[src/rtl/pid_pkg.sv]
// Package of constants for the process regulator with sleep and wake.
// Assumes a 50 MHz control clock and an AXI4-Lite register bus.
package pid_pkg;

  // ****************************************************************
  // Clock and timing.
  // ****************************************************************
  localparam int CLK_HZ = 50000000;          // Control clock rate.
  localparam int TICK_US = 1000;             // Regulator sample period.
  // Cycles per sample period, derived from the clock and the period.
  localparam int TICK_CYCLES = CLK_HZ / 1000000 * TICK_US;

  // ****************************************************************
  // Value scaling: 12-bit percentages, 4095 stands for 100 %.
  // ****************************************************************
  localparam int PCT_W = 12;                 // Width of a percentage.
  localparam logic [11:0] PCT_FULL = 12'hfff;  // Full scale.
  localparam logic [11:0] LIVE_ZERO = 12'h333; // 4 mA on the 20 mA span.
  localparam int GAIN_FRAC = 8;              // Fraction bits of gains.

  // ****************************************************************
  // Register offsets (byte addresses).
  // ****************************************************************
  localparam logic [7:0] OFS_MODE = 8'h00;   // regulator_mode_word.
  localparam logic [7:0] OFS_SLEEP = 8'h04;  // sleep_mode_select.
  localparam logic [7:0] OFS_FBSEL = 8'h08;  // Feedback source code.
  localparam logic [7:0] OFS_FSRC = 8'h0c;   // Main frequency source.
  localparam logic [7:0] OFS_SETP = 8'h10;   // Setpoint, percent.
  localparam logic [7:0] OFS_KP = 8'h14;     // Proportional gain.
  localparam logic [7:0] OFS_TI = 8'h18;     // Integral time, ms.
  localparam logic [7:0] OFS_KD = 8'h1c;     // Derivative gain.
  localparam logic [7:0] OFS_SLVL = 8'h20;   // Sleep level, percent.
  localparam logic [7:0] OFS_SDLY = 8'h24;   // Sleep delay, ms.
  localparam logic [7:0] OFS_WLVL = 8'h28;   // Wake-up level, percent.
  localparam logic [7:0] OFS_WDLY = 8'h2c;   // Wake-up delay, ms.
  localparam logic [7:0] OFS_STAT = 8'h30;   // Status, read only.
  localparam logic [7:0] OFS_OUT = 8'h34;    // Regulator output, RO.

  // ****************************************************************
  // Mode word fields and selection codes.
  // ****************************************************************
  localparam int MODE_EN = 0;                // Regulator enable.
  localparam int MODE_NEG = 1;               // Negative characteristic.
  localparam int MODE_DFB = 2;               // Derivative on feedback.
  localparam int MODE_ADD = 3;               // Output plus target.
  localparam logic [3:0] FSRC_PID = 4'h5;    // Regulator reference code.
  localparam logic [1:0] FB_VOLT = 2'h1;     // 0-10 V transducer.
  localparam logic [1:0] FB_CURR = 2'h2;     // 4-20 mA transducer.
  localparam logic [1:0] SLP_OFF = 2'h0;     // Sleep disabled.
  localparam logic [1:0] SLP_LVL = 2'h1;     // Level and delay based.
  localparam logic [1:0] SLP_DIN = 2'h2;     // Digital input commanded.

  // ****************************************************************
  // Reset values.
  // ****************************************************************
  localparam logic [3:0] RST_MODE = 4'h0;
  localparam logic [1:0] RST_SLEEP = 2'h0;
  localparam logic [1:0] RST_FBSEL = 2'h1;
  localparam logic [3:0] RST_FSRC = 4'h0;
  localparam logic [11:0] RST_KP = 12'h200;  // Gain 2.0.
  localparam logic [15:0] RST_TI = 16'h1388; // 5000 ms.
  localparam logic [15:0] RST_DLY = 16'h03e8; // 1000 ms.

  // AXI response codes.
  localparam logic [1:0] RESP_OKAY = 2'h0;
  localparam logic [1:0] RESP_SLVERR = 2'h2;

endpackage

[src/rtl/pid_regulator.sv]
// Process regulator with sleep and wake supervisor for a motor drive.
// Assumes one 50 MHz clock, AXI4-Lite registers, and a feedback sample
// produced on the same clock; the sleep command pin is asynchronous.
//
// Behaviour
// - Error is setpoint minus feedback each cycle.
// - Proportional term is gain times error.
// - Longer integral time slows integral accumulation.
// - Mode bit 0 enables; clear leaves reference untouched.
// - Mode 0001b raises speed when feedback low.
// - Mode 0011b inverts action, slowing when low.
// - Mode bit 2 picks derivative input.
// - Mode bit 3 adds setpoint to output.
// - Regulator drives reference only for source 5.
// - Feedback code 1 voltage, 2 current.
// - Sleep mode 0 off, 1 level-and-delay.
// - Sleep mode 2 follows digital input.
// - Sleep after output below level for delay.
// - Wake after output above level for delay.
//
// Decided for this implementation: the register addresses and the AXI4-Lite register port.
module pid_regulator #(
  parameter int TICK_CYC = pid_pkg::TICK_CYCLES
) (
  // Clock and reset.
  input wire logic clk,
  input wire logic rst_n,
  // AXI4-Lite write address and data channels.
  input wire logic [7:0] s_axi_awaddr,
  input wire logic s_axi_awvalid,
  output logic s_axi_awready,
  input wire logic [31:0] s_axi_wdata,
  input wire logic [3:0] s_axi_wstrb,
  input wire logic s_axi_wvalid,
  output logic s_axi_wready,
  // AXI4-Lite write response channel.
  output logic [1:0] s_axi_bresp,
  output logic s_axi_bvalid,
  input wire logic s_axi_bready,
  // AXI4-Lite read channels.
  input wire logic [7:0] s_axi_araddr,
  input wire logic s_axi_arvalid,
  output logic s_axi_arready,
  output logic [31:0] s_axi_rdata,
  output logic [1:0] s_axi_rresp,
  output logic s_axi_rvalid,
  input wire logic s_axi_rready,
  // Transducer sample, full scale 4095, and sleep command pin.
  input wire logic [11:0] feedbackRaw,
  input wire logic sleepCmdPin,
  // Reference from the other frequency command source.
  input wire logic [11:0] freqRefIn,
  // Frequency reference and output enable towards the drive.
  output logic [11:0] freqRefOut,
  output logic outputOn
);

  // ****************************************************************
  // Configuration registers.
  // ****************************************************************
  logic [3:0] mode_reg;        // Regulator mode word.
  logic [1:0] sleepSel_reg;    // Sleep mode selection.
  logic [1:0] fbSel_reg;       // Feedback source selection.
  logic [3:0] freqSrc_reg;     // Main frequency source selection.
  logic [11:0] setpoint_reg;   // Setpoint, percent of full scale.
  logic [11:0] kp_reg;         // Proportional gain, 8 fraction bits.
  logic [15:0] ti_reg;         // Integral time in ms, zero stops it.
  logic [11:0] kd_reg;         // Derivative gain, 8 fraction bits.
  logic [11:0] sleepLvl_reg;   // Sleep level, percent.
  logic [15:0] sleepDly_reg;   // Sleep delay, ms.
  logic [11:0] wakeLvl_reg;    // Wake-up level, percent.
  logic [15:0] wakeDly_reg;    // Wake-up delay, ms.

  // ****************************************************************
  // AXI4-Lite slave.
  // ****************************************************************
  logic awHeld_reg;            // Write address accepted and held.
  logic wHeld_reg;             // Write data accepted and held.
  logic [7:0] awAddr_reg;      // Held write address.
  logic [31:0] wData_reg;      // Held write data.
  logic [3:0] wStrb_reg;       // Held byte strobes.
  logic bValid_reg;            // Write response pending.
  logic [1:0] bResp_reg;       // Write response code.
  logic rValid_reg;            // Read data pending.
  logic [31:0] rData_reg;      // Read data.
  logic [1:0] rResp_reg;       // Read response code.

  // Each write channel is taken on its own while its holding slot is free and no write response is pending.
  wire awTake = s_axi_awvalid && !awHeld_reg && !bValid_reg;
  wire wTake = s_axi_wvalid && !wHeld_reg && !bValid_reg;
  wire wrDo = awHeld_reg && wHeld_reg && !bValid_reg;
  wire arTake = s_axi_arvalid && !rValid_reg;

  // Write decode on the held address.
  wire wrAddrOk = (awAddr_reg <= pid_pkg::OFS_WDLY) &&
                  (awAddr_reg[1:0] == 2'h0);
  wire [15:0] wLow = {wStrb_reg[1] ? wData_reg[15:8] : 8'h00,
                      wStrb_reg[0] ? wData_reg[7:0] : 8'h00};
  wire wrLowEn = wrDo && wrAddrOk && wStrb_reg[0];

  // The valid, response and read data outputs are registered copies of the slot state below.
  assign s_axi_bvalid = bValid_reg;
  assign s_axi_bresp = bResp_reg;
  assign s_axi_rvalid = rValid_reg;
  assign s_axi_rdata = rData_reg;
  assign s_axi_rresp = rResp_reg;

  // Holding slots and the write response.
  always_ff @(posedge clk) begin
    if (!rst_n) begin
      awHeld_reg <= 1'b0;
      wHeld_reg <= 1'b0;
      awAddr_reg <= 8'h00;
      wData_reg <= 32'h0000_0000;
      wStrb_reg <= 4'h0;
      bValid_reg <= 1'b0;
      bResp_reg <= pid_pkg::RESP_OKAY;
      s_axi_awready <= 1'b1;
      s_axi_wready <= 1'b1;
    end else begin
      if (awTake) begin
        awHeld_reg <= 1'b1;
        awAddr_reg <= s_axi_awaddr;
        s_axi_awready <= 1'b0;
      end
      if (wTake) begin
        wHeld_reg <= 1'b1;
        s_axi_wready <= 1'b0;
        wData_reg <= s_axi_wdata;
        wStrb_reg <= s_axi_wstrb;
      end
      if (wrDo) begin
        // Both halves present: commit and answer.
        awHeld_reg <= 1'b0;
        wHeld_reg <= 1'b0;
        bValid_reg <= 1'b1;
        bResp_reg <= wrAddrOk ? pid_pkg::RESP_OKAY : pid_pkg::RESP_SLVERR;
      end else if (bValid_reg && s_axi_bready) begin
        // Both slots are empty once the response is taken.
        bValid_reg <= 1'b0;
        s_axi_awready <= 1'b1;
        s_axi_wready <= 1'b1;
      end
    end
  end

  // Register writes; fields wider than a byte also use lane 1.
  always_ff @(posedge clk) begin
    if (!rst_n) begin
      mode_reg <= pid_pkg::RST_MODE;
      sleepSel_reg <= pid_pkg::RST_SLEEP;
      fbSel_reg <= pid_pkg::RST_FBSEL;
      freqSrc_reg <= pid_pkg::RST_FSRC;
      setpoint_reg <= 12'h000;
      kp_reg <= pid_pkg::RST_KP;
      ti_reg <= pid_pkg::RST_TI;
      kd_reg <= 12'h000;
      sleepLvl_reg <= 12'h000;
      sleepDly_reg <= pid_pkg::RST_DLY;
      wakeLvl_reg <= 12'h000;
      wakeDly_reg <= pid_pkg::RST_DLY;
    end else if (wrLowEn) begin
      case (awAddr_reg)
        pid_pkg::OFS_MODE: mode_reg <= wLow[3:0];
        pid_pkg::OFS_SLEEP: sleepSel_reg <= wLow[1:0];
        pid_pkg::OFS_FBSEL: fbSel_reg <= wLow[1:0];
        pid_pkg::OFS_FSRC: freqSrc_reg <= wLow[3:0];
        pid_pkg::OFS_SETP: setpoint_reg <= wLow[11:0];
        pid_pkg::OFS_KP: kp_reg <= wLow[11:0];
        pid_pkg::OFS_TI: ti_reg <= wLow;
        pid_pkg::OFS_KD: kd_reg <= wLow[11:0];
        pid_pkg::OFS_SLVL: sleepLvl_reg <= wLow[11:0];
        pid_pkg::OFS_SDLY: sleepDly_reg <= wLow;
        pid_pkg::OFS_WLVL: wakeLvl_reg <= wLow[11:0];
        pid_pkg::OFS_WDLY: wakeDly_reg <= wLow;
        default: ;
      endcase
    end
  end

  // ****************************************************************
  // Feedback conditioning.
  // ****************************************************************
  // Code 2 removes the 4 mA live zero and stretches by 5/4.
  wire [14:0] curSpan = 15'(feedbackRaw - pid_pkg::LIVE_ZERO) * 15'd5;
  wire [12:0] curPct = curSpan[14:2];
  wire [11:0] curClip = (feedbackRaw < pid_pkg::LIVE_ZERO) ? 12'h000 :
                        (curPct > 13'(pid_pkg::PCT_FULL)) ?
                        pid_pkg::PCT_FULL : curPct[11:0];
  wire [11:0] fbPct = (fbSel_reg == pid_pkg::FB_CURR) ? curClip :
                      feedbackRaw;

  // ****************************************************************
  // Sample tick and sleep command synchroniser.
  // ****************************************************************
  logic [$clog2(TICK_CYC)-1:0] tickCnt_reg; // Cycles in the period.
  logic tick_reg;                           // One-cycle sample strobe.
  logic [2:0] slpSync_reg;                  // Pin synchroniser.
  logic sleepCmd_reg;                       // Qualified pin level.
  // Last cycle of the period, so the strobe repeats every TICK_CYC.
  wire tickWrap = (tickCnt_reg == ($clog2(TICK_CYC))'(TICK_CYC - 1));

  always_ff @(posedge clk) begin
    if (!rst_n) begin
      tickCnt_reg <= '0;
      tick_reg <= 1'b0;
      slpSync_reg <= 3'h0;
      sleepCmd_reg <= 1'b0;
    end else begin
      tick_reg <= tickWrap;
      tickCnt_reg <= tickWrap ? '0 : tickCnt_reg + 1'b1;
      slpSync_reg <= {slpSync_reg[1:0], sleepCmdPin};
      // A change counts once the second and third stages agree.
      if (slpSync_reg[1] == slpSync_reg[2]) begin
        sleepCmd_reg <= slpSync_reg[2];
      end
    end
  end

  // ****************************************************************
  // Regulator arithmetic.
  // ****************************************************************
  logic signed [19:0] integ_reg;   // Integral accumulator.
  logic signed [12:0] dPrev_reg;   // Previous derivative input.
  logic [15:0] tiCnt_reg;          // Ticks since last integration.
  logic [11:0] pidOut_reg;         // Clamped regulator output.
  logic asleep_reg;                // Drive output switched off.

  wire en = mode_reg[pid_pkg::MODE_EN];
  // Error, inverted for the negative characteristic.
  wire signed [12:0] errRaw = $signed({1'b0, setpoint_reg}) -
                              $signed({1'b0, fbPct});
  wire signed [12:0] err = mode_reg[pid_pkg::MODE_NEG] ?
                           -errRaw : errRaw;
  wire signed [24:0] pProd = err * $signed({1'b0, kp_reg});
  wire signed [19:0] pTerm = 20'(pProd >>> pid_pkg::GAIN_FRAC);
  // Derivative input: error, or feedback with the sign it has in the error.
  wire signed [12:0] fbSigned = $signed({1'b0, fbPct});
  wire signed [12:0] dIn = mode_reg[pid_pkg::MODE_DFB] ?
                           (mode_reg[pid_pkg::MODE_NEG] ?
                            fbSigned : -fbSigned) : err;
  wire signed [13:0] dDelta = 14'(dIn) - 14'(dPrev_reg);
  wire signed [25:0] dProd = dDelta * $signed({1'b0, kd_reg});
  wire signed [19:0] dTerm = 20'(dProd >>> pid_pkg::GAIN_FRAC);
  // The integral advances by Kp*err once per integral time.
  wire integStep = tick_reg && (ti_reg != 16'h0000) &&
                   (tiCnt_reg + 1'b1 >= ti_reg);
  wire signed [20:0] integSum = 21'(integ_reg) + 21'(pTerm);
  wire signed [20:0] pctFull21 = 21'(pid_pkg::PCT_FULL);
  wire signed [19:0] integClip = (integSum < 0) ? 20'sd0 :
                                 (integSum > pctFull21) ?
                                 20'(pid_pkg::PCT_FULL) :
                                 integSum[19:0];
  // Sum of terms, optionally offset by the target, then clamped.
  wire signed [21:0] sum = 22'(pTerm) + 22'(integ_reg) + 22'(dTerm) +
                           (mode_reg[pid_pkg::MODE_ADD] ?
                            22'(setpoint_reg) : 22'sd0);
  wire [11:0] sumClip = (sum < 0) ? 12'h000 :
                        (sum > 22'(pid_pkg::PCT_FULL)) ?
                        pid_pkg::PCT_FULL : sum[11:0];

  // Regulator state updates once per sample period while enabled; while disabled it is cleared every cycle, except dPrev_reg, which follows dIn.
  always_ff @(posedge clk) begin
    if (!rst_n) begin
      integ_reg <= 20'sd0;
      dPrev_reg <= 13'sd0;
      tiCnt_reg <= 16'h0000;
      pidOut_reg <= 12'h000;
    end else if (!en) begin
      integ_reg <= 20'sd0;
      dPrev_reg <= dIn;
      tiCnt_reg <= 16'h0000;
      pidOut_reg <= 12'h000;
    end else if (tick_reg) begin
      dPrev_reg <= dIn;
      pidOut_reg <= sumClip;
      tiCnt_reg <= integStep ? 16'h0000 : tiCnt_reg + 1'b1;
      if (integStep) begin
        integ_reg <= integClip;
      end
    end
  end

  // ****************************************************************
  // Sleep and wake supervisor.
  // ****************************************************************
  wire sleepLow = (pidOut_reg < sleepLvl_reg);
  wire wakeHigh = (pidOut_reg > wakeLvl_reg);
  wire sleepDone;
  wire wakeDone;

  // Sleep entry qualifier; runs only while awake.
  pid_delay_timer #(.DLY_W(16)) sleepTimer (
    .clk(clk),
    .rst_n(rst_n),
    .cond(sleepLow && !asleep_reg),
    .tick(tick_reg),
    .delayTicks(sleepDly_reg),
    .done(sleepDone)
  );

  // Wake-up qualifier; runs only while asleep.
  pid_delay_timer #(.DLY_W(16)) wakeTimer (
    .clk(clk),
    .rst_n(rst_n),
    .cond(wakeHigh && asleep_reg),
    .tick(tick_reg),
    .delayTicks(wakeDly_reg),
    .done(wakeDone)
  );

  wire pidRef = en && (freqSrc_reg == pid_pkg::FSRC_PID);
  logic asleep_next;
  always_comb begin
    asleep_next = asleep_reg;
    if (!pidRef || sleepSel_reg == pid_pkg::SLP_OFF) begin
      asleep_next = 1'b0;
    end else if (sleepSel_reg == pid_pkg::SLP_DIN) begin
      asleep_next = sleepCmd_reg;
    end else if (sleepSel_reg == pid_pkg::SLP_LVL) begin
      if (!asleep_reg && sleepDone) begin
        asleep_next = 1'b1;
      end else if (asleep_reg && wakeDone) begin
        asleep_next = 1'b0;
      end
    end
  end

  // Drive-side outputs, all from flip-flops.
  always_ff @(posedge clk) begin
    if (!rst_n) begin
      asleep_reg <= 1'b0;
      freqRefOut <= 12'h000;
      outputOn <= 1'b1;
    end else begin
      asleep_reg <= asleep_next;
      freqRefOut <= pidRef ? pidOut_reg : freqRefIn;
      outputOn <= !asleep_next;
    end
  end

  // ****************************************************************
  // Read path.
  // ****************************************************************
  logic [31:0] rdMux;
  logic rdOk;
  always_comb begin
    rdOk = 1'b1;
    case (s_axi_araddr)
      pid_pkg::OFS_MODE: rdMux = {28'h0, mode_reg};
      pid_pkg::OFS_SLEEP: rdMux = {30'h0, sleepSel_reg};
      pid_pkg::OFS_FBSEL: rdMux = {30'h0, fbSel_reg};
      pid_pkg::OFS_FSRC: rdMux = {28'h0, freqSrc_reg};
      pid_pkg::OFS_SETP: rdMux = {20'h0, setpoint_reg};
      pid_pkg::OFS_KP: rdMux = {20'h0, kp_reg};
      pid_pkg::OFS_TI: rdMux = {16'h0, ti_reg};
      pid_pkg::OFS_KD: rdMux = {20'h0, kd_reg};
      pid_pkg::OFS_SLVL: rdMux = {20'h0, sleepLvl_reg};
      pid_pkg::OFS_SDLY: rdMux = {16'h0, sleepDly_reg};
      pid_pkg::OFS_WLVL: rdMux = {20'h0, wakeLvl_reg};
      pid_pkg::OFS_WDLY: rdMux = {16'h0, wakeDly_reg};
      pid_pkg::OFS_STAT: rdMux = {fbPct, 16'h0, 2'h0, sleepCmd_reg,
                                  asleep_reg};
      pid_pkg::OFS_OUT: rdMux = {integ_reg[11:0], 8'h00, pidOut_reg};
      default: begin
        rdMux = 32'h0000_0000;
        rdOk = 1'b0;
      end
    endcase
  end

  // Read data is captured on the address handshake.
  always_ff @(posedge clk) begin
    if (!rst_n) begin
      rValid_reg <= 1'b0;
      rData_reg <= 32'h0000_0000;
      rResp_reg <= pid_pkg::RESP_OKAY;
      s_axi_arready <= 1'b1;
    end else if (arTake) begin
      rValid_reg <= 1'b1;
      s_axi_arready <= 1'b0;
      rData_reg <= rdMux;
      rResp_reg <= rdOk ? pid_pkg::RESP_OKAY : pid_pkg::RESP_SLVERR;
    end else if (s_axi_rready) begin
      rValid_reg <= 1'b0;
      s_axi_arready <= 1'b1;
    end
  end

endmodule

[src/rtl/pid_delay_timer.sv]
// Qualifying delay timer used for sleep entry and wake-up.
// Assumes a one-cycle sample tick on the same clock as the condition.
module pid_delay_timer #(
  parameter int DLY_W = 16
) (
  // Clock and reset.
  input wire logic clk,
  input wire logic rst_n,
  // Condition, sample tick and programmed delay in ticks.
  input wire logic cond,
  input wire logic tick,
  input wire logic [DLY_W-1:0] delayTicks,
  // High while the condition has held for the whole delay.
  output logic done
);

  // ****************************************************************
  // Elapsed-time counter.
  // ****************************************************************
  logic [DLY_W-1:0] count_reg; // Ticks the condition has held.
  logic [DLY_W-1:0] count_next;
  wire reached = (count_reg >= delayTicks);

  // The count restarts from zero the moment the condition lapses.
  assign count_next = !cond ? '0 :
                      (tick && !reached) ? count_reg + 1'b1 : count_reg;

  // Done only while the condition still holds.
  assign done = cond && reached;

  // Counter register.
  always_ff @(posedge clk) begin
    if (!rst_n) begin
      count_reg <= '0;
    end else begin
      count_reg <= count_next;
    end
  end

endmodule

[config.mk]
export PLATFORM = sky130hd
export DESIGN_NAME = pid_regulator
export DESIGN_NICKNAME = d
export VERILOG_FILES = /design/src/rtl/pid_pkg.sv /design/src/rtl/pid_regulator.sv /design/src/rtl/pid_delay_timer.sv
export SDC_FILE = /design/constraint.sdc
export NUM_CORES = 2
export LEC_CHECK = 0
export ABC_AREA = 0
export BUFFER_PORTS_ARGS = -buffer_cell sky130_fd_sc_hd__buf_2
export CAP_MARGIN = 30
export CORE_MARGIN = 2
export CORE_UTILIZATION = 50
export CTS_CLUSTER_SIZE = 24
export DETAILED_ROUTE_END_ITERATION = 7
export PLACE_DENSITY = 0.78
export SLEW_MARGIN = 20
export SYNTH_ARGS = -nofsm -noshare
export SYNTH_HDL_FRONTEND = slang
export SYNTH_SLANG_ARGS = --single-unit
[constraint.sdc]
create_clock -name clk -period 27.2 [get_ports clk]
set_clock_uncertainty 0.05 [all_clocks]
set_input_delay 8.16 -clock clk [delete_from_list [all_inputs] [get_ports clk]]
set_output_delay 8.16 -clock clk [all_outputs]
set_load 0.01 [all_outputs]
After elaboration in Yosys (flattened, before gate mapping). Index checks and enable logic that the tools add are counted.

Register bits: 317. Bits of input ports: 84.

Multiply operators: 3. Add/subtract/negate cells: 13. Equal/unequal tests: 31. $lt $le $gt $ge: 12. Reductions and logical operators: 58. Bitwise gates (word level): 1. Multiplexer cells: 38.

Operators by type and width (number): one-hot mux 32 bit (14 select lines) (1); two-way mux 12 bit (7); == test 8 x 6 -> 1 bit, second input constant (10); two-way mux 13 bit (5); adder 16 x 1 -> 16 bit, second input constant (4); == test 8 x 5 -> 1 bit, second input constant (8); >= comparator 16 bit (3); two-way mux 20 bit (2); == test 8 x 4 -> 1 bit, second input constant (4); AND reduction 2 bit (16); multiplier 14 x 13 -> 26 bit (1); multiplier 13 x 13 -> 25 bit (1); adder 21 x 18 -> 22 bit (1); adder 22 x 12 -> 22 bit (1); > comparator 22 x 12 -> 1 bit, second input constant (1); logical AND 1 bit (22); less-than comparator 22 x 1 -> 1 bit, second input constant (1); adder 17 x 20 -> 21 bit (1); adder 20 x 17 -> 21 bit (1); > comparator 21 x 13 -> 1 bit, second input constant (1); less-than comparator 21 x 1 -> 1 bit, second input constant (1); two-way mux 1 bit (18); == test 16 bit, second input constant (1); == test 8 x 3 -> 1 bit, second input constant (2); other kinds (28) (43).

Longest topological paths before layout.
Depth in word-level cells: 17. Mapped depth: 69.

Modules after synthesis. Synthesis repeated with hierarchy kept, for this count alone.

Cells, all modules: 3924. Area, all modules: 32763.9 sq um.

By module, submodules not included: pid_regulator (instances 1, sequential area each 5585.4 sq um, cells each 3608, area an instance 30204.0 sq um); pid_delay_timer (instances 2, sequential area each 320.3 sq um, cells each 158, area an instance 1280.0 sq um).

Worst setup path before layout. Ideal clock, no wire load.

Path kind: input -> register. Start: input port feedbackRaw[1]. End: register pidOut_reg[3]. Stages on the path: 60. Arrival time: 21720 ps. Buffers on the path: 3. Slack: 5302 ps. Library setup time: 128 ps. Cells stage by stage: a211oi_1 o21ai_0 nand2_1 xnor2_1 ha_1 ha_1 a21oi_1 o21ai_0 or2_2 o211ai_1 buf_2 a21oi_1 a21oi_1 ha_1 nor2b_1 o31a_1 o21ai_1 or3b_1 (+24 left out) nor2_1 nor2b_1 nor2_1 xnor2_1 fa_1 inv_1 fa_1 inv_1 ha_1 nor3_1 or4_1 nor4_1 o311ai_0 nor4_1 nand4_1 clkbuf_1 nor2_1 o21ai_0.

Longest elaborated chain between the ends: 17. Elaborated cells on any way between the ends: 23. Classes of those cells: add/sub: 8; mul: 3; order compare: 4; mux: 8.

RTL lines: from (decl) (RTL line pid_regulator.sv:49) `input wire logic [11:0] feedbackRaw,`; subtractor 12 x 10 -> 13 bit (RTL line pid_regulator.sv:185) `wire [14:0] curSpan = 15'(feedbackRaw - pid_pkg::LIVE_ZERO) * 15'd5;`; multiplier 15 x 3 -> 15 bit (RTL line pid_regulator.sv:185); > comparator 13 x 12 -> 1 bit (RTL line pid_regulator.sv:188) `(curPct > 13'(pid_pkg::PCT_FULL)) ?`; two-way mux 12 bit (RTL line pid_regulator.sv:188); two-way mux 12 bit (RTL line pid_regulator.sv:187) `wire [11:0] curClip = (feedbackRaw < pid_pkg::LIVE_ZERO) ? 12'h000 :`; two-way mux 12 bit (*) (RTL line pid_regulator.sv:190) `wire [11:0] fbPct = (fbSel_reg == pid_pkg::FB_CURR) ? curClip :`; subtractor 12 x 12 -> 13 bit (RTL line pid_regulator.sv:231) `wire signed [12:0] errRaw = $signed({1'b0, setpoint_reg}) -`; negation 13 bit (RTL line pid_regulator.sv:234) `-errRaw : errRaw;`; (+2 left out); named net dIn[12] (RTL line pid_regulator.sv:239) `wire signed [12:0] dIn = mode_reg[pid_pkg::MODE_DFB] ?`; subtractor 13 x 13 -> 14 bit (*) (RTL line pid_regulator.sv:242) `wire signed [13:0] dDelta = 14'(dIn) - 14'(dPrev_reg);`; multiplier 14 x 13 -> 26 bit (*) (RTL line pid_regulator.sv:243) `wire signed [25:0] dProd = dDelta * $signed({1'b0, kd_reg});`; adder 21 x 18 -> 22 bit (*) (RTL line pid_regulator.sv:255) `wire signed [21:0] sum = 22'(pTerm) + 22'(integ_reg) + 22'(dTerm) +`; adder 22 x 12 -> 22 bit (*) (RTL line pid_regulator.sv:255); > comparator 22 x 12 -> 1 bit (RTL line pid_regulator.sv:259) `(sum > 22'(pid_pkg::PCT_FULL)) ?`; two-way mux 12 bit (RTL line pid_regulator.sv:259); two-way mux 12 bit (*) (RTL line pid_regulator.sv:258) `wire [11:0] sumClip = (sum < 0) ? 12'h000 :`; to (signal assigned) (RTL line pid_regulator.sv:276) `pidOut_reg <= sumClip;`; to (decl) (RTL line pid_regulator.sv:226) `logic [11:0] pidOut_reg;`.

The timed path passes the listed nets; every way through them passes the cells marked *. A chain may end at the register's enable or synchronous reset.

Worst setup path in the final report.
Start: input port feedbackRaw[1]. End: register pidOut_reg[9].

The elaborated chain is that of the path after synthesis.

==> results_dict.tcl <==
set metrics [dict create \
    run_status "complete, no violations" \
    cts_setup_buffers 0 \
    grt_pass1_vias 25726 \
    place.gp.congestion 0.948 \
    synth_edf_count 0 \
    ys_seq_area_share_pct 19.8 \
    hp-class "reg -> reg" \
    layout-drive-gt1-share_pct 6.47 \
    cp-start-kind "input pin" \
    wl_per_cell_um 17.8 \
    peakVddDrop_mv 0.0508 \
    async_flop_share_pct 0 \
    grt_overflow 0 \
    num_antenna_cells 0 \
    synth_cells 3835 \
    largest_reg_flops 28 \
    yosys.area.top_type "fa_1" \
    maxCapViolCount 0 \
    max_freq_mhz 41.0 \
    r2r_setup_slack_ps 11900 \
    die_area_um2 65000 \
    antenna_found_initial 2 \
    regArea_um2 6230 \
    yosysTopAreaCellShare_pct 21.0 \
    grt_pass1_wl_um 135000 \
    wl_met1_um 36600 \
    dieHeight_um 255 \
    drv_slew 0 \
    initial_core_util_pct 50.3 \
    period_needed_ps 24390 \
    cts_tree "yes" \
    tightest_slew_ps 982 \
    drt_iter0_drc 2479 \
    critPathCaptureType "flop" \
    wl_um 84200 \
    numPortBuffers 113 \
    dr_wl_met3_um 7350 \
    criticalPathCategory "in -> reg" \
    routed_via_density 5.67 \
    synthToLayoutAreaGrowth_pct 8.37 \
    dp_hpwl_um 65200 \
    rsz0062_at_grt "false" \
    setup_tns_ps 0 \
    io_pins 138 \
    place_area_um2 32800 \
    clock_path_buffers 3 \
    cp.arrival_ps 24750 \
    post_cts_resized 0 \
    clock_latency_ps 550 \
    core_area_um2 62600 \
    setup_slack_ps 2810 \
    synth.yosys.warnings 0 \
    finalCritPeriodShare_pct 89.7 \
    finalHoldViolCount 0 \
    vias 26868 \
    synthTopCellsByArea "fa_1 21%, dfxtp_1 20%, ha_1 11%, inv_1 6.3%, nor2_1 5.0%" \
    drt_pass1_iterations 7 \
    synth-main-ff-cell "dfxtp_1" \
    top_layer_used "met5" \
    synth.distinct_cells 83 \
    avgSynthCellArea_um2 8.21 \
    power_density_nw_per_um2 33.6 \
    crit_path_top_delay_cell "a211oi_1" \
    route.detailed.drc 0 \
    grt_max_degree 73 \
    slew_headroom_pct 33.6 \
    pre_cts_slack_ps 2390 \
    cts_buffers 35 \
    cp_max_fo 20 \
    slowest_delay_ps 790 \
    critPathRequiredTime_ps 27550 \
    path_clk_slew_ps 60 \
    setup_viol 0 \
    wl_met2_um 36900 \
    p_leak_nw 15.6 \
    row_count 92 \
    grt_usage_pct 26.0 \
    die_w_um 255 \
    final_area_um2 34100 \
    multi_input_area_um2 22700 \
    final_nets 4570 \
    ctsHtreeMaxLevel 2 \
    synth-seq-cells 311 \
    syn_area_um2 31500 \
    root_buffer "clkbuf_16" \
    whs_ps 391 \
    ctsHoldBuffers 0 \
    fill_cells 5600 \
    cts_sinks 311 \
    postRouteAntennaNets 0 \
]
-- layer usage --
metal,vias up,global-route usage [%]
li1,12628,-
met1,12936,36.3
met2,1097,40.6
met3,203,4.10
met4,4,9.91
met5,-,0
-- final cells by class --
class	instances	area share [%]
clock inverters	17	0.777
multi-input cells	2835	66.4
flip-flops and latches	311	18.2
inverters	530	5.84
well taps	846	3.10
repair buffers	155	2.73
clock buffers	45	2.88
-- where the power goes --
group          switching, mW  leakage [nW]  internal, mW
Clock                  0.205         0.619         0.308
Sequential           0.00412          2.52         0.462
Combinational          0.109          12.4        0.0576
Total                  0.318          15.6         0.828
-- critical path, delay by kind of cell --
family                   cells  cell delay, ps
AND/OR/NAND/NOR             13            3110
AO/OA/AOI/OAI               24            6090
buffers and inverters        7             790
XOR/XNOR                     2             710
adder cells (fa/ha/maj)     13            5830
-- cell usage in the layout (no fill, tap or decap), types with 8 or more instances in the layout --
cell       instances
o211ai_1          28
fa_1             331
nand4_1           31
o21a_1            21
nor4_1            16
a21oi_1          272
nand3_1           49
or3_1             13
a211oi_1          15
or4_1              8
nand2b_1          34
inv_1            529
ha_1             287
buf_2            113
and3_1            34
dfxtp_1          311
nor2b_1           52
buf_4             34
o21ai_0          103
nand2_1          408
a22oi_1           34
nand3b_1          15
clkbuf_16         35
or2_2              9
a222oi_1          17
o21ai_1           13
xor2_1            69
a31oi_1           15
nor3_1            47
mux2i_1           19
o21bai_1           8
and2_1           168
a21o_1            42
xnor2_1          106
a221oi_1          11
nor2_1           421
-- through the flow --
| step | cells | util [%] | total power [mW] |
|---|---|---|---|
| floorplan | 3840 | - | 0.587 |
| global placement | 4665 | 52.3 | 0.634 |
| detailed placement | 4671 | 52.4 | 0.638 |
| CTS | 4733 | 54.4 | 1.14 |
| global route | 4739 | 54.5 | 1.18 |
| finish | 4739 | 54.5 | 1.15 |
-- path summary, 6_finish.rpt --
check                           cells past startpoint       endpoint      startpoint
worst min register to register                      2   s_axi_wready    s_axi_wready
worst max register to register                     49  pidOut_reg[9]    fbSel_reg[0]
worst min-delay path                                2   s_axi_wready    s_axi_wready
worst max-delay path                               59  pidOut_reg[9]  feedbackRaw[1]
-- cells by family after synthesis --
group | count (synthesis) | share of synthesized area [%]
multiplexers | 26 | 0.890
AND/OR/NAND/NOR | 1334 | 19.9
AO/OA/AOI/OAI | 674 | 13.7
flip-flops | 311 | 19.8
adder cells (fa/ha/maj) | 618 | 32.4
XOR/XNOR | 177 | 4.92
other | 1 | 0.0119
buffers and inverters | 694 | 8.36
-- cell usage after synthesis (6+ instances only) --
cell type	n
inv_1	530
nor2_1	422
nand2_1	408
fa_1	331
dfxtp_1	311
ha_1	287
a21oi_1	272
and2_1	168
clkbuf_1	148
xnor2_1	108
o21ai_0	103
xor2_1	69
nor2b_1	52
nand3_1	49
nor3_1	47
a21o_1	42
a22oi_1	34
and3_1	34
nand2b_1	34
nand4_1	31
o211ai_1	28
o21a_1	21
mux2i_1	19
a222oi_1	17
nor4_1	16
a211oi_1	15
a31oi_1	15
nand3b_1	15
o21ai_1	13
or3_1	13
a221oi_1	11
or2_2	9
o21bai_1	8
or4_1	8
nor3b_1	7
a2111oi_0	6
a22o_1	6
buf_4	6
mux2_2	6
o221a_1	6
Note: power is estimated with default switching activity, not from simulation.
